===== src/logic/irqrs_pkg.sv =====
package irqrs_pkg;

  // register byte addresses on the wishbone slave
  localparam logic [7:0] ADR_EXT_IRQ_STATUS_CONTROL = 8'h00;
  localparam logic [7:0] ADR_SRS = 8'h04;
  localparam logic [7:0] ADR_FORCE = 8'h08;

  // bit positions of the status/control byte
  localparam int EXT_IRQ_STATUS_CONTROL_PDD_BIT = 6;
  localparam int EXT_IRQ_STATUS_CONTROL_EDG_BIT = 5;
  localparam int EXT_IRQ_STATUS_CONTROL_PE_BIT = 4;
  localparam int EXT_IRQ_STATUS_CONTROL_FLAG_BIT = 3;
  localparam int EXT_IRQ_STATUS_CONTROL_ACK_BIT = 2;
  localparam int EXT_IRQ_STATUS_CONTROL_IE_BIT = 1;
  localparam int EXT_IRQ_STATUS_CONTROL_MODE_BIT = 0;

  // bit positions of the reset source byte and of the force register
  localparam int SRS_POR_BIT = 7;
  localparam int SRS_PIN_BIT = 6;
  localparam int SRS_WDOG_BIT = 5;
  localparam int SRS_OPC_BIT = 4;
  localparam int SRS_ADR_BIT = 3;
  localparam int SRS_LV_BIT = 1;
  localparam int FORCE_BIT = 0;

  // values after reset
  localparam logic [7:0] EXT_IRQ_STATUS_CONTROL_RESET = 8'h00;
  localparam logic [7:0] SRS_POR_VALUE = 8'h82;
  localparam logic [7:0] FORCE_READ_VALUE = 8'h00;

  // cycles a requested system reset is held at least
  localparam logic [3:0] RESET_HOLD_CYCLES = 4'h8;

  typedef struct packed {
    logic pull_device_disable;
    logic polarity_select;
    logic ext_int_pin_enable;
    logic ext_int_request_enable;
    logic detection_mode;
  } irqrs_ctrl_t;

  typedef struct packed {
    logic power_on;
    logic pin;
    logic watchdog_reset_flag;
    logic bad_opcode_reset_flag;
    logic bad_address_reset_flag;
    logic low_voltage_reset_flag;
  } irqrs_srs_t;

  typedef enum logic [0:0] {
    ST_RUN = 1'b0,
    ST_HOLD = 1'b1
  } irqrs_state_t;

endpackage : irqrs_pkg


===== src/logic/irqrs_top.sv =====
// Function
// - pull device on while pin enabled and pull disable bit is zero
// - polarity bit: zero falling/low, one rising/high
// - rising polarity turns the pull device into a pulldown
// - pin enable bit gates pin event detection, not the level-mode ack block
// - event flag set by detected pin events only, read-only to software
// - writing one to acknowledge clears the flag; ack reads zero
// - in level mode acknowledge fails while pin stays asserted
// - request output follows flag while interrupt enable is one
// - mode bit: zero edges only, one edges and levels
// - reset status is read-only with fixed bit layout, bits 2 and 0 zero
// - any write to reset status restarts watchdog, flags unchanged
// - debug forced reset leaves all status flags cleared; other causes active at entry still set their flags
// - power-on reset sets power-on and low-voltage flags only
// - low-voltage reset sets its flag, keeps power-on, clears rest
// - other resets set flags of every source active at entry
// - pin flag records reset by low level on reset pin
// - watchdog flag records timeout; no watchdog reset when disabled
// - bad opcode reset on unimplemented, disallowed stop or background op
// - unimplemented address access resets and sets the address flag
// - force register ignores user writes, debug writes only; reads zero
// - debug write of one to force bit resets the device at once
//
// The register addresses and the Wishbone interface to the registers were decided locally.
module irqrs_top (
  input wire logic clk_i,
  input wire logic rst_i,
  input wire logic [7:0] adr_i,
  input wire logic [31:0] dat_i,
  output logic [31:0] dat_o,
  input wire logic [3:0] sel_i,
  input wire logic we_i,
  input wire logic cyc_i,
  input wire logic stb_i,
  output logic ack_o,
  input wire logic dbg_wr_i,
  input wire logic [7:0] dbg_adr_i,
  input wire logic [7:0] dbg_dat_i,
  input wire logic irq_pin_i,
  input wire logic reset_pin_n_i,
  input wire logic lvd_trip_i,
  input wire logic low_voltage_reset_enable_i,
  input wire logic watchdog_timeout_i,
  input wire logic watchdog_enable_i,
  input wire logic unimpl_opcode_i,
  input wire logic stop_exec_i,
  input wire logic stop_allowed_i,
  input wire logic background_instruction_exec_i,
  input wire logic background_mode_allowed_i,
  input wire logic bad_address_i,
  output logic irq_req_o,
  output logic pullup_en_o,
  output logic pulldown_en_o,
  output logic watchdog_refresh_o,
  output logic sys_reset_o
);
  import irqrs_pkg::*;

  irqrs_ctrl_t ctrl;
  irqrs_srs_t reset_source_status;
  irqrs_state_t state;
  logic ext_int_event_flag;
  logic [3:0] hold_cnt;
  logic [1:0] irq_sync;
  logic [1:0] rpin_sync;
  logic asserted_prev;
  logic asserted;
  logic pin_event;
  logic req;
  logic wr_fire;
  logic [7:0] rd_byte;
  logic c_pin;
  logic c_wdog;
  logic c_opc;
  logic c_adr;
  logic c_lv;
  logic c_force;
  logic enter;
  logic in_reset;
  logic [1:0] async_in;
  irqrs_srs_t next_srs;
  irqrs_state_t next_state;
  logic [3:0] next_hold_cnt;
  logic next_sys_reset;
  logic next_flag;
  logic ack_hit;

  // one address compare behind every register write strobe, so the bus
  // qualification (cyc, stb, we, ack and lane 0) lives in wr_fire alone
  function automatic logic reg_write_hit(input logic fire,
                                         input logic [7:0] a,
                                         input logic [7:0] target);
    reg_write_hit = fire & (a == target);
  endfunction : reg_write_hit

  // status/control byte as software sees it; the acknowledge bit is
  // write-only and never reads back
  function automatic logic [7:0] pack_ext_irq_status_control(input irqrs_ctrl_t c,
                                            input logic flag);
    logic [7:0] b;
    b = 8'h00;
    b[EXT_IRQ_STATUS_CONTROL_PDD_BIT] = c.pull_device_disable;
    b[EXT_IRQ_STATUS_CONTROL_EDG_BIT] = c.polarity_select;
    b[EXT_IRQ_STATUS_CONTROL_PE_BIT] = c.ext_int_pin_enable;
    b[EXT_IRQ_STATUS_CONTROL_FLAG_BIT] = flag;
    b[EXT_IRQ_STATUS_CONTROL_ACK_BIT] = 1'b0;
    b[EXT_IRQ_STATUS_CONTROL_IE_BIT] = c.ext_int_request_enable;
    b[EXT_IRQ_STATUS_CONTROL_MODE_BIT] = c.detection_mode;
    pack_ext_irq_status_control = b;
  endfunction : pack_ext_irq_status_control

  // reset source byte; bits 2 and 0 have no flag behind them
  function automatic logic [7:0] pack_srs(input irqrs_srs_t s);
    logic [7:0] b;
    b = 8'h00;
    b[SRS_POR_BIT] = s.power_on;
    b[SRS_PIN_BIT] = s.pin;
    b[SRS_WDOG_BIT] = s.watchdog_reset_flag;
    b[SRS_OPC_BIT] = s.bad_opcode_reset_flag;
    b[SRS_ADR_BIT] = s.bad_address_reset_flag;
    b[SRS_LV_BIT] = s.low_voltage_reset_flag;
    pack_srs = b;
  endfunction : pack_srs

  // second stage only feeds logic; first stage is read by nothing else;
  // the reset pin stages start high so reset release shows no pin cause
  for (genvar g = 0; g < 2; g++) begin : g_sync
    logic [1:0] stage;
    always_ff @(posedge clk_i) begin
      if (rst_i) begin
        stage <= (g == 1) ? 2'h3 : 2'h0;
      end else begin
        stage <= {stage[0], async_in[g]};
      end
    end
  end

  always_comb begin
    async_in = {reset_pin_n_i, irq_pin_i};
    irq_sync = g_sync[0].stage;
    rpin_sync = g_sync[1].stage;
  end

  always_comb begin
    asserted = ctrl.polarity_select ? irq_sync[1] : ~irq_sync[1];
    pin_event = ctrl.ext_int_pin_enable &
      ((asserted & ~asserted_prev) | (ctrl.detection_mode & asserted));
  end

  // reset cause qualification
  always_comb begin
    c_pin = ~rpin_sync[1];
    c_wdog = watchdog_timeout_i & watchdog_enable_i;
    c_opc = unimpl_opcode_i | (stop_exec_i & ~stop_allowed_i) |
      (background_instruction_exec_i & ~background_mode_allowed_i);
    c_adr = bad_address_i;
    c_lv = lvd_trip_i & low_voltage_reset_enable_i;
    c_force = dbg_wr_i & (dbg_adr_i == ADR_FORCE) & dbg_dat_i[FORCE_BIT];
    enter = (state == ST_RUN) &
      (c_pin | c_wdog | c_opc | c_adr | c_lv | c_force);
    in_reset = enter | (state == ST_HOLD);
  end

  // reset sequencer: holds sys_reset_o for the hold count, then while the pin or low-voltage cause persists
  always_comb begin
    next_state = state;
    next_hold_cnt = hold_cnt;
    next_sys_reset = sys_reset_o;
    if (enter) begin
      next_state = ST_HOLD;
      next_hold_cnt = RESET_HOLD_CYCLES;
      next_sys_reset = 1'b1;
    end else if (state == ST_HOLD) begin
      if (hold_cnt != 4'h0) begin
        next_hold_cnt = hold_cnt - 4'h1;
      end else if (!c_pin && !c_lv) begin
        // the pin and the low-voltage trip keep the device in reset
        // for as long as they stay active
        next_state = ST_RUN;
        next_sys_reset = 1'b0;
      end
    end
  end

  always_ff @(posedge clk_i) begin
    if (rst_i) begin
      state <= ST_HOLD;
      hold_cnt <= RESET_HOLD_CYCLES;
      sys_reset_o <= 1'b1;
    end else begin
      state <= next_state;
      hold_cnt <= next_hold_cnt;
      sys_reset_o <= next_sys_reset;
    end
  end

  // reset source status, loaded only at reset entry
  always_comb begin
    next_srs = reset_source_status;
    if (enter) begin
      if (c_lv) begin
        next_srs = '{power_on: reset_source_status.power_on, low_voltage_reset_flag: 1'b1,
                     default: 1'b0};
      end else begin
        // a lone debug force sets nothing, so all flags end cleared
        next_srs.power_on = 1'b0;
        next_srs.low_voltage_reset_flag = 1'b0;
        next_srs.pin = c_pin;
        next_srs.watchdog_reset_flag = c_wdog;
        next_srs.bad_opcode_reset_flag = c_opc;
        next_srs.bad_address_reset_flag = c_adr;
      end
    end
  end

  // causes seen while reset is already held are not recorded, so the
  // byte always names what started the current reset
  always_ff @(posedge clk_i) begin
    if (rst_i) begin
      reset_source_status <= '{power_on: 1'b1, low_voltage_reset_flag: 1'b1,
               default: 1'b0};
    end else begin
      reset_source_status <= next_srs;
    end
  end

  // wishbone classic: ack one cycle after the request, write on ack edge
  always_comb begin
    req = cyc_i & stb_i;
    wr_fire = req & we_i & ack_o & sel_i[0];
  end

  always_comb begin
    rd_byte = 8'h00;
    unique case (adr_i)
      ADR_EXT_IRQ_STATUS_CONTROL: rd_byte = pack_ext_irq_status_control(ctrl, ext_int_event_flag);
      ADR_SRS: rd_byte = pack_srs(reset_source_status);
      ADR_FORCE: rd_byte = FORCE_READ_VALUE;
      default: rd_byte = 8'h00;
    endcase
  end

  // ack drops in the cycle after it was given even if the master still
  // holds its request, and a request still held is acked again one cycle later
  always_ff @(posedge clk_i) begin
    if (rst_i) begin
      ack_o <= 1'b0;
    end else begin
      ack_o <= req & ~ack_o;
    end
  end

  // read data stands only beside ack and is zero otherwise
  always_ff @(posedge clk_i) begin
    if (rst_i) begin
      dat_o <= 32'h0;
    end else begin
      dat_o <= (req & ~ack_o & ~we_i) ? {24'h0, rd_byte} : 32'h0;
    end
  end

  // an srs write only pulses the refresh; flags are untouched
  always_ff @(posedge clk_i) begin
    if (rst_i) begin
      watchdog_refresh_o <= 1'b0;
    end else begin
      watchdog_refresh_o <= reg_write_hit(wr_fire, adr_i, ADR_SRS);
    end
  end

  // control bits; cleared by every system reset
  always_ff @(posedge clk_i) begin
    if (rst_i || in_reset) begin
      ctrl <= irqrs_ctrl_t'(5'h00);
    end else if (reg_write_hit(wr_fire, adr_i, ADR_EXT_IRQ_STATUS_CONTROL)) begin
      ctrl.pull_device_disable <= dat_i[EXT_IRQ_STATUS_CONTROL_PDD_BIT];
      ctrl.polarity_select <= dat_i[EXT_IRQ_STATUS_CONTROL_EDG_BIT];
      ctrl.ext_int_pin_enable <= dat_i[EXT_IRQ_STATUS_CONTROL_PE_BIT];
      ctrl.ext_int_request_enable <= dat_i[EXT_IRQ_STATUS_CONTROL_IE_BIT];
      ctrl.detection_mode <= dat_i[EXT_IRQ_STATUS_CONTROL_MODE_BIT];
    end
  end

  // event flag: a detected event wins over a same-cycle acknowledge
  always_comb begin
    ack_hit = reg_write_hit(wr_fire, adr_i, ADR_EXT_IRQ_STATUS_CONTROL) &
      dat_i[EXT_IRQ_STATUS_CONTROL_ACK_BIT];
    next_flag = ext_int_event_flag;
    if (pin_event) begin
      next_flag = 1'b1;
    end else if (ack_hit && !(ctrl.detection_mode && asserted)) begin
      next_flag = 1'b0;
    end
  end

  always_ff @(posedge clk_i) begin
    if (rst_i || in_reset) begin
      ext_int_event_flag <= 1'b0;
    end else begin
      ext_int_event_flag <= next_flag;
    end
  end

  // edge memory starts asserted so a pin already active at reset release
  // raises no edge event
  always_ff @(posedge clk_i) begin
    if (rst_i || in_reset) begin
      asserted_prev <= 1'b1;
    end else begin
      asserted_prev <= asserted;
    end
  end

  // request lags the flag by one cycle, traded for a clean flop output
  always_ff @(posedge clk_i) begin
    if (rst_i || in_reset) begin
      irq_req_o <= 1'b0;
    end else begin
      irq_req_o <= ext_int_event_flag & ctrl.ext_int_request_enable;
    end
  end

  // the polarity picks the pull so an open pin idles deasserted
  always_ff @(posedge clk_i) begin
    if (rst_i || in_reset) begin
      pullup_en_o <= 1'b0;
      pulldown_en_o <= 1'b0;
    end else begin
      pullup_en_o <= ctrl.ext_int_pin_enable &
        ~ctrl.pull_device_disable & ~ctrl.polarity_select;
      pulldown_en_o <= ctrl.ext_int_pin_enable &
        ~ctrl.pull_device_disable & ctrl.polarity_select;
    end
  end

endmodule : irqrs_top


===== config.mk =====
export PLATFORM = sky130hd
export DESIGN_NAME = irqrs_top
export DESIGN_NICKNAME = d
export VERILOG_FILES = /design/src/logic/irqrs_pkg.sv /design/src/logic/irqrs_top.sv
export SDC_FILE = /design/constraint.sdc
export NUM_CORES = 1
export LEC_CHECK = 0
export ABC_AREA = 1
export BUFFER_PORTS_ARGS = -buffer_cell sky130_fd_sc_hd__buf_2
export CORE_ASPECT_RATIO = 0.8
export CORE_UTILIZATION = 45
export CTS_CLUSTER_SIZE = 14
export DETAILED_ROUTE_END_ITERATION = 10
export HOLD_SLACK_MARGIN = 0.03
export PLACE_DENSITY = 0.87
export SLEW_MARGIN = 20
export SYNTH_ARGS = -nofsm -noshare
export SYNTH_HDL_FRONTEND = slang
export SYNTH_SLANG_ARGS = --single-unit

===== constraint.sdc =====
create_clock -name clk_i -period 2.9 [get_ports clk_i]
set_input_delay 0.29 -clock clk_i [delete_from_list [all_inputs] [get_ports clk_i]]
set_output_delay 0.29 -clock clk_i [all_outputs]
set_load 0.1 [all_outputs]

Yosys cells after proc, flatten, opt, wreduce, memory -nomap -nowiden
Cells that the tools add are included.
W data, S select, Z words.
- register bits after elaboration: 60
- latch bits: 0
- memory bits (writable): 0
- bits in read-only memories: 0
- input bits: 78
- output and inout bits: 38
- memories kept: 0
- $add $sub $neg: 1
- multiply operators: 0
- divide/modulo/power cells: 0
- $lt $le $gt $ge: 0
- eq/ne operators: 2
- shift-type cells: 0
- mux-type cells: 8
- bitwise logic cells: 45
- reduce and logical (&&, ||, !) cells: 14
- operators with widths (cell ; count):
    $and A1 B1 Y1 ; 23
    $pmux W8 S2 ; 1
    $not A1 Y1 ; 13
    $or A1 B1 Y1 ; 9
    $eq A8 B3 Y1 const B ; 1
    $eq A8 B4 Y1 const B ; 1
    $logic_not A8 Y1 ; 1
    $mux W1 ; 6
    $mux W5 ; 1
    $reduce_and A2 Y1 ; 2
    $reduce_bool A4 Y1 ; 1
    $reduce_or A2 Y1 ; 2
    $sub A4 B1 Y4 const B ; 1
    $logic_and A1 B1 Y1 ; 3
    $reduce_and A3 Y1 ; 1
    $logic_not A1 Y1 ; 2
    $reduce_bool A2 Y1 ; 1
    $logic_or A1 B1 Y1 ; 1

Depth between registers and ports, before layout
Gate-level depths: netlist (run 1).
- word-level depth: 11
- gate-level depth with buffers: 10

Worst setup path after synthesis (run 1)
No wires, ideal clock.
- path kind: register to register
- from: register ack_o
- to: register ctrl[1] in the netlist's numbering
- library setup time: 0.064 ns
- data arrival time: 1.764 ns
- required time: 2.836 ns
- path slack: 1.073 ns
- cell stages (with the launch flop): 7
- path buffers: 0
- period minus slack after synthesis: 1.827 ns
- path through: dfxtp_1 -> nand3_1 -> nor2_2 -> nand2_4 -> nand2_1 -> nand3_1 -> nor2_1
- word-level cells in the longest chain between the ends: 3
- RTL lines (what ; line ; text):
    from (decl) ; irqrs_top.sv:35 ; output logic ack_o,
    from (signal assigned) ; irqrs_top.sv:249 ; ack_o <= req & ~ack_o;
    $and A1 B1 Y1 (2 in series) ; irqrs_top.sv:230 ; wr_fire = req & we_i & ack_o & sel_i[0];
    $and A1 B1 Y1 ; irqrs_top.sv:93 ; reg_write_hit = fire & (a == target);
    to (signal assigned) ; irqrs_top.sv:274 ; ctrl <= irqrs_ctrl_t'(5'h00);
    to (decl) ; irqrs_top.sv:59 ; irqrs_ctrl_t ctrl;
Every way passes these cells.
A chain may end at the register's enable or synchronous reset.

Worst setup path after layout (run 1)
- from: register ack_o
- to: output port ack_o
No word-level cell between the ends.

==> metrics.txt, run 1 <==
vias per cell 4.54; via count 1557; Worst path max stage delay 0.46 ns; global-route wire length before repair 5510 um; CP Data Required Time 2.61 ns; slowest CP cell buf_2; critical path fanouts, max 3; CP cell instances buf_2; dpl ws 1.52 ns; core area 3570 um2; commonest non-fill, non-tap cells in the layout buf_2 (54), nand2_1 (42), dfxtp_1 (35); flop-to-flop setup slack 1.50 ns; Slew Limit Fails 0; worst skew pair latency 0.29 ns; clock-pin slew of the registers on the worst-case setup and hold paths 0.07 ns; #FFs+latches synth 35; initial core utilization 49.2%; largest net degree at the start of global routing 12; width of the die 71.8 um; post-route worst setup slack 1.46 ns; Largest delay share family, worst path buffers and inverters; postcts setup bufs 0; # setup viols final 0; Max VDD drop 0.428 mV; Final Net Count 379; Highest Clock Rate 696 MHz; DRC Markers 0; Die Footprint 4150 um2; ANT nets after route 0; area of the mapped netlist 1750 um2; synth unique cells 30; CTS H-Tree Depth 2; endpoints failing hold 0; Period minus WS final 1.44 ns; Syn Inst Count 242; RSZ-0062 raised after global routing no; port bufs 54; row count 19; most common cell after layout, fill and taps aside buf_2; Yosys warning count 0; total negative slack 0 ns; initial drt markers 64; Final Cycle Share 49.5%; post-synth top area cell dfxtp_1; drt pass-1 iters 4; CTS Hold Bufs 0; Routed WL 3470 um; Hold Path Class input pin to register; CP Capture Type primary output; DP HPWL 2690 um; sequential cell area fraction in the yosys report 40.0%; clk buf depth 2; GRT Overall Usage 17.3%; Post-Syn Area per Cell 7.24 um2; CTS resizes 0; dpl cells 335; max_cap viols 0; layout cell share with drive strength beyond 1 26.2%; share of the synthesized area in the top cell type 40.0%; antenna violations before repair 0; critical path class register to primary output; I/O Pins 116; GPL Wtd Cong 0.849; CTS Root Cell clkbuf_8; Die H 57.8 um; total gr overflow 0; Critical Path Source Type register; Clock Skew 0.00472 ns; Final Util 58.9%; clock sinks 35; CTS tree yes; CP arrival 1.15 ns; run status completed; Leakage 1.11 nW; pwr/cell area 699 nW/um2; clock buffer count from CTS 5; vias in the first global route 1357; synth top area cells dfxtp_1 (40%), buf_4 (11%), nand2_1 (9.0%), nand3_1 (8.3%), inv_1 (7.1%); filler cell count 322; Layout area overhead 19.8%; CP bufs+invs 1; ANT cells 0; Final Non-Filler Cells 343; wire per inst 10.1 um; Hold Worst Slack 0.176 ns
registers in the layout, indices dropped and copies added, names as in the netlist:
signal               cells
asserted_prev            1
reset_source_status      6
g_sync.stage             4
ack_o                    1
pullup_en_o              1
ext_int_event_flag       1
pulldown_en_o            1
hold_cnt                 4
dat_o                    7
watchdog_refresh_o       1
ctrl                     5
state                    1
sys_reset_o              1
irq_req_o                1
final timing paths:
check                                   to  cells past startpoint                     startpoint
min          g_sync[1].stage[0]$_SDFF_PP1_                      2                  reset_pin_n_i
max                                  ack_o                      1               ack_o$_SDFF_PP0_
min reg2reg  g_sync[0].stage[1]$_SDFF_PP0_                      2  g_sync[0].stage[0]$_SDFF_PP0_
max reg2reg       hold_cnt[1]$_SDFFE_PP0P_                      9       hold_cnt[0]$_SDFFE_PP0P_
stage by stage:
stage | cell area, um2 | power (W)
finish | 2100 | 0.00147
global route | 2100 | 0.00153
CTS | 2100 | 0.00147
detailed placement | 1970 | 0.000957
global placement | 1970 | 0.000940
floorplan | 1840 | 0.000911
synthesized netlist by cell type (all sizes together):
| cell type | n |
|---|---|
| a21oi | 11 |
| a22oi | 1 |
| and3 | 1 |
| buf | 27 |
| clkinv | 2 |
| conb | 1 |
| dfxtp | 35 |
| ha | 1 |
| inv | 34 |
| nand2 | 50 |
| nand3 | 30 |
| nand3b | 1 |
| nand4 | 2 |
| nor2 | 33 |
| nor3 | 2 |
| nor4 | 2 |
| o21ai | 4 |
| or2 | 3 |
| xnor2 | 1 |
| xor2 | 1 |
metal layers:
metal	GRT usage [%]	up-vias	wire length [um]	part of all wire (%)
met1	20.3	678	1550	45
met2	29.1	55	1640	47
met3	4.70	9	230	6.6
met4	9.52	0	49	1.4
li1	-	815	-	-
met5	0	-	0	0
area by class of cell:
class	instances	area (um2)	share of cell area [%]
clock buffer	6	72.6	3.45
tap	42	52.6	2.50
sequential	35	701	33.4
multi-input combinational	168	810	38.5
timing repair buffer	54	270	12.9
inverter	36	135	6.43
clock inverter	2	60.1	2.86
power breakdown:
group | internal, W | leakage (nW) | total, W | switching, W
clock | 0.000344 | 0.0654 | 0.000521 | 0.000177
combinational | 0.0000976 | 0.759 | 0.000404 | 0.000307
sequential | 0.000519 | 0.284 | 0.000543 | 0.0000241
total | 0.000960 | 1.11 | 0.00147 | 0.000508
cells by family after synthesis:
family                   after synthesis  synth area share [%]
AND/OR/NAND/NOR                      124                  34.4
buffers and inverters                 63                  19.0
flip-flops                            35                  40.0
AO/OA/AOI/OAI                         16                  4.71
XOR/XNOR                               2                 0.999
adder cells (fa/ha/maj)                1                 0.714
other                                  1                 0.214
(Power assumes the default switching activity.)
==> run 2: changes to the inputs <==
--- a/config.mk
+++ b/config.mk
@@ -8,11 +8,11 @@
 export ABC_AREA = 1
 export BUFFER_PORTS_ARGS = -buffer_cell sky130_fd_sc_hd__buf_2
 export CORE_ASPECT_RATIO = 0.8
-export CORE_UTILIZATION = 45
+export CORE_UTILIZATION = 38
 export CTS_CLUSTER_SIZE = 14
 export DETAILED_ROUTE_END_ITERATION = 10
 export HOLD_SLACK_MARGIN = 0.03
-export PLACE_DENSITY = 0.87
+export PLACE_DENSITY = 0.79
 export SLEW_MARGIN = 20
 export SYNTH_ARGS = -nofsm -noshare
 export SYNTH_HDL_FRONTEND = slang
==> constraint.sdc (replaced) <==
create_clock -name clk_i -period 1.3 [get_ports clk_i]
set_input_delay 0.13 -clock clk_i [delete_from_list [all_inputs] [get_ports clk_i]]
set_output_delay 0.13 -clock clk_i [all_outputs]
set_load 0.1 [all_outputs]
==> metrics.txt, run 2 (synthesis results as in run 1) <==
Clock Skew 0.00607 ns (+0.00135 ns); ANT cells 0 (unchanged); Leakage 1.13 nW (+1.5%); vias in the first global route 1407 (+3.7%); critical path class register to register; clock sinks 35 (unchanged); Net Switching 0.00116 W (+130%); Top Registers dat_o (7), reset_source_status (6), ctrl (5); Final Non-Filler Cells 362 (+5.5%); GRT Overall Usage 14.6% (-2.7 points); endpoints failing hold 0 (unchanged); Net Sw Frac 36.0% (+1.4 points); total negative slack 0 ns (unchanged); worst skew pair latency 0.29 ns (about the same); commonest non-fill, non-tap cells in the layout buf_2 (54), nand2_1 (40), inv_1 (32), dfxtp_1 (32), nand3_1 (29); CTS tree yes; dpl ws -0.0484 ns (-1.57 ns); Final Net Count 383 (+1.1%); CP Capture Type register; Slew Limit Fails 0 (unchanged); Sequential Power Share 37.8% (+0.8 points); Die Footprint 4890 um2 (+18%); most common cell after layout, fill and taps aside buf_2; clk buf depth 2 (unchanged); core area 4310 um2 (+21%); DRC Markers 0 (unchanged); vias per cell 4.31 (-4.9%); ANT nets after route 0 (unchanged); initial drt markers 35 (-45%); Clk pwr share 30.7% (-4.8 points); Tot Pwr 0.00323 W (+120%); Hold Path Class input pin to register; DP Area 2010 um2 (+1.9%); Max VDD drop 0.720 mV (+68%); initial core utilization 40.7% (-8.5 points); CP arrival 1.46 ns (+0.31 ns); total gr overflow 0 (unchanged); largest net degree at the start of global routing 12 (unchanged); fin area 2170 um2 (+3.3%); dpl cells 352 (+5.1%); row count 21 (+2); Critical Path Source Type register; Final Cycle Share 94.7%; port bufs 54 (unchanged); post-route worst setup slack 0.0695 ns (-1.39 ns); CTS H-Tree Depth 2 (unchanged); CTS Root Cell clkbuf_8; Period minus WS final 1.23 ns; layout cell share with drive strength beyond 1 30.5% (+4.2 points); critical path fanouts, max 5 (+2); Most flops, register dat_o; width of the die 77.9 um (+8.6%); # setup viols final 0 (unchanged); I/O Pins 116 (unchanged); number of flip-flops in the largest register 7 (unchanged); clock-pin slew of the registers on the worst-case setup and hold paths 0.07 ns (about the same); pwr/cell area 1490 nW/um2 (+110%); DP HPWL 2700 um (+0.20%); clock buffer count from CTS 5 (unchanged); RSZ-0062 raised after global routing yes; GPL Wtd Cong 0.785 (-7.5%); combinational group share of total power 31.6% (+4.1 points); Layout area overhead 23.8%; Highest Clock Rate 813 MHz; wire per inst 9.32 um (-7.8%); antenna violations before repair 0 (unchanged); via count 1562 (+0.32%); Die H 62.8 um (+8.5%); global-route wire length before repair 5640 um (+2.4%); CP Data Required Time 1.53 ns (-1.08 ns); drt pass-1 iters 4 (unchanged); max_cap viols 0 (unchanged); internal power 0.00207 W (+120%); Routed WL 3370 um (-2.7%); run status completed
run 2: cell count changes in the layout (fill, tap and decap cells not counted), sizes merged:
cell / change
buf: +3
bufinv: -1
clkinv: +1
dlygate4sd3: +1
run 2: area by class of cell:
| cell class | count | area (um2) |
|---|---|---|
| Tap cell | 57 | 71.3 |
| Clock buffer | 6 | 82.6 |
| Fill cell | 440 | 2140 |
| Clock inverter | 2 | 35.0 |
| Inverter | 36 | 135 |
| Timing Repair Buffer | 58 | 303 |
| Sequential cell | 35 | 707 |
| Multi-Input combinational cell | 168 | 837 |
run 2: path summary, 6_finish.rpt:
check / start / end / slack [ns] / cells past startpoint
setup reg to reg: hold_cnt[0]$_SDFFE_PP0P_ / hold_cnt[0]$_SDFFE_PP0P_ / 0.07 / 9
hold / removal: irq_pin_i / g_sync[0].stage[0]$_SDFF_PP0_ / 0.05 / 3
hold reg to reg: g_sync[0].stage[0]$_SDFF_PP0_ / g_sync[0].stage[1]$_SDFF_PP0_ / 0.40 / 2
setup / recovery: hold_cnt[0]$_SDFFE_PP0P_ / hold_cnt[0]$_SDFFE_PP0P_ / 0.07 / 9
run 2: critical path, stage by stage, from the launching register on:
cell and delay (ns):
dfxtp_1 0.30, inv_1 0.08, ha_2 0.19, nand2_2 0.08, nor2_4 0.08, inv_2 0.06, nand2_4 0.09, xor2_1 0.15
inv_1 0.06, nor2_1 0.07
run 2: power by group through the flow:
stage	clock network [W]	registers, W	logic [W]
finish	0.000992	0.00122	0.00102
floorplan	0	0.00128	0.000753
global placement	0	0.00123	0.000888
CTS	0.00101	0.00121	0.000934
global route	0.00105	0.00123	0.00110
detailed placement	0	0.00123	0.000913
run 2: metal layers:
| metal | global-route usage (%) | share of wire (%) | vias up | wire length [um] |
|---|---|---|---|---|
| li1 | - | - | 824 | - |
| met1 | 16.9 | 46 | 687 | 1560 |
| met2 | 25.6 | 46 | 45 | 1560 |
| met3 | 4.82 | 6.6 | 6 | 221 |
| met4 | 4.17 | 1.1 | 0 | 36 |
| met5 | 0 | 0 | - | 0 |
run 2: stage by stage:
step                hold WS [ns]  utilization (%)
global placement           0.314             46.5
CTS                       0.0438             49.6
floorplan                  0.234                -
finish                    0.0453             50.4
global route              0.0760             50.4
detailed placement         0.315             46.5
run 2: timing repair:
action	CTS	global route
resized for setup	3	10
hold endpoints to repair	1	0
setup buffers	0	1
pin swaps	0	2
setup endpoints to repair	3	5
hold buffers	1	0
==> run 3: changes to the inputs <==
--- a/config.mk
+++ b/config.mk
@@ -12,7 +12,7 @@
 export CTS_CLUSTER_SIZE = 14
 export DETAILED_ROUTE_END_ITERATION = 10
 export HOLD_SLACK_MARGIN = 0.03
-export PLACE_DENSITY = 0.79
+export PLACE_DENSITY_LB_ADDON = 0.08
 export SLEW_MARGIN = 20
 export SYNTH_ARGS = -nofsm -noshare
 export SYNTH_HDL_FRONTEND = slang
==> metrics.txt, run 3 (synthesis results as in run 1) <==
CTS Root Cell clkbuf_8; CP cell instances inv_1 > nor2_2 > nand3_2 > clkinv_1 > nand2_2 > nor2_4 > nand2_4 > or2_1; Slew Limit Fails 0 (unchanged); Die H 62.8 um (unchanged); Final Util 51.2% (+0.87 points); ANT cells 0 (unchanged); post-route worst setup slack 0.0950 ns (+0.0255 ns); antenna violations before repair 0 (unchanged); I/O Pins 116 (unchanged); critical path class register to register; Die Footprint 4890 um2 (unchanged); # setup viols final 0 (unchanged); filler cell count 471 (+7.0%); endpoints failing hold 0 (unchanged); DRC Markers 0 (unchanged); GPL Wtd Cong 0.763 (-2.8%); Clock Skew 0.00414 ns (-0.00193 ns); CP arrival 1.38 ns (-0.08 ns); Critical Path Source Type register; DP HPWL 2690 um (-0.44%); Final Net Count 387 (+1.0%); layout cell share with drive strength beyond 1 31.7% (+1.2 points); WP depth 8 (-1); Highest Clock Rate 830 MHz (+2.1%); total negative slack 0 ns (unchanged); RSZ-0062 raised after global routing yes; via count 1570 (+0.51%); Max VDD drop 0.572 mV (-20%); CP Capture Type register; CP bufs+invs 2 (-1); Layout area overhead 26.0%; Largest delay share family, worst path simple AND/OR/NAND/NOR gates; critical path fanouts, max 6 (+1); vias in the first global route 1395 (-0.85%); commonest non-fill, non-tap cells in the layout buf_2 (54), nand2_1 (40), dfxtp_1 (32); hold path depth 3 (unchanged); ANT nets after route 0 (unchanged); Most flops, register dat_o; run status completed; pwr/cell area 1450 nW/um2 (-2.8%); Routed WL 3480 um (+3.3%); port bufs 54 (unchanged); CP Data Required Time 1.48 ns (-0.05 ns); dpl ws -0.00140 ns (+0.0470 ns); r2r worst-path depth 8 (-1); Worst path max stage delay 0.32 ns (+0.02 ns); global-route wire length before repair 5870 um (+3.9%); max_cap viols 0 (unchanged); vias per cell 4.29 (-0.59%); wire per inst 9.52 um (+2.1%); Top Registers dat_o (7), reset_source_status (6), ctrl (5); CTS H-Tree Depth 2 (unchanged); width of the die 77.9 um (unchanged); Hold Path Class input pin to register; GRT Overall Usage 15.0% (+0.44 points); core area 4310 um2 (unchanged); initial core utilization 40.7% (unchanged); clock-pin slew of the registers on the worst-case setup and hold paths 0.07 ns (about the same); most common cell after layout, fill and taps aside buf_2; Period minus WS final 1.21 ns (-0.0255 ns); total gr overflow 0 (unchanged); row count 21 (unchanged); CTS tree yes; Final Cycle Share 92.7% (-2.0 points); largest net degree at the start of global routing 12 (unchanged); slowest CP cell dfxtp_2; clock sinks 35 (unchanged); Leakage 1.15 nW (+2.1%); initial drt markers 51 (+46%); clk buf depth 2 (unchanged); area of the multi-input gates 837 um2 (unchanged); drt pass-1 iters 5 (+1); worst skew pair latency 0.28 ns (about the same); number of flip-flops in the largest register 7 (unchanged); clock buffer count from CTS 5 (unchanged); Reg area 707 um2 (unchanged)
## run 3: changes by cell type in the layout (fill, tap and decap cells not counted), sizes merged
cell / change
buf: +4
bufinv: -1
clkbuf: +1
## run 3: final timing paths
check                                              startpoint  slack, ns                             to
worst max-delay path            g_sync[1].stage[1]$_SDFF_PP1_       0.09       asserted_prev$_SDFF_PP1_
worst min-delay path                                irq_pin_i       0.05  g_sync[0].stage[0]$_SDFF_PP0_
worst max register to register  g_sync[1].stage[1]$_SDFF_PP1_       0.09       asserted_prev$_SDFF_PP1_
worst min register to register  g_sync[0].stage[0]$_SDFF_PP0_       0.40  g_sync[0].stage[1]$_SDFF_PP0_
## run 3: metal layers
metal	vias to the layer above	part of all wire, %	track usage (%)
met5	-	0	0
met4	0	0.52	4.17
met3	2	8.3	5.11
met2	61	42	24.0
met1	670	50	19.3
li1	837	-	-
## run 3: repair_timing
item,4_1_cts,5_1_grt
hold buffers,1,0
setup endpoints to repair,1,7
pin swaps,0,6
endpoints found under the hold margin,1,0
buffers inserted,0,4
resized for setup,1,13
## run 3: worst reg2reg max path, stage by stage (launching register included)
cell and delay [ns]:
dfxtp_2 0.32, inv_1 0.05, nor2_2 0.08, nand3_2 0.07, clkinv_1 0.06, nand2_2 0.05, nor2_4 0.14, nand2_4 0.10
or2_1 0.22
## run 3: area by class of cell
cell class              instances  area share, %
well taps                      57           3.23
flip-flops and latches         35           32.0
inverters                      36           6.12
multi-input cells             168           37.9
clock buffers                   7           4.87
repair buffers                 62           15.6
clock inverters                 1          0.227
## run 3: report_power, final
group	switching (W)	internal [W]	total, W
registers	0.0000562	0.00116	0.00122
logic	0.000722	0.000330	0.00105
clock network	0.000384	0.000543	0.000927
total	0.00116	0.00203	0.00320
## run 3: through the flow
stage / instance area (um2) / total power [W] / std cells / hold slack (ns)
detailed placement: 2010 / 0.00216 / 353 / 0.314
CTS: 2140 / 0.00309 / 362 / 0.0438
finish: 2210 / 0.00320 / 366 / 0.0462
global placement: 2010 / 0.00214 / 353 / 0.315
floorplan: 1850 / 0.00203 / 266 / 0.234
global route: 2210 / 0.00340 / 366 / 0.0523
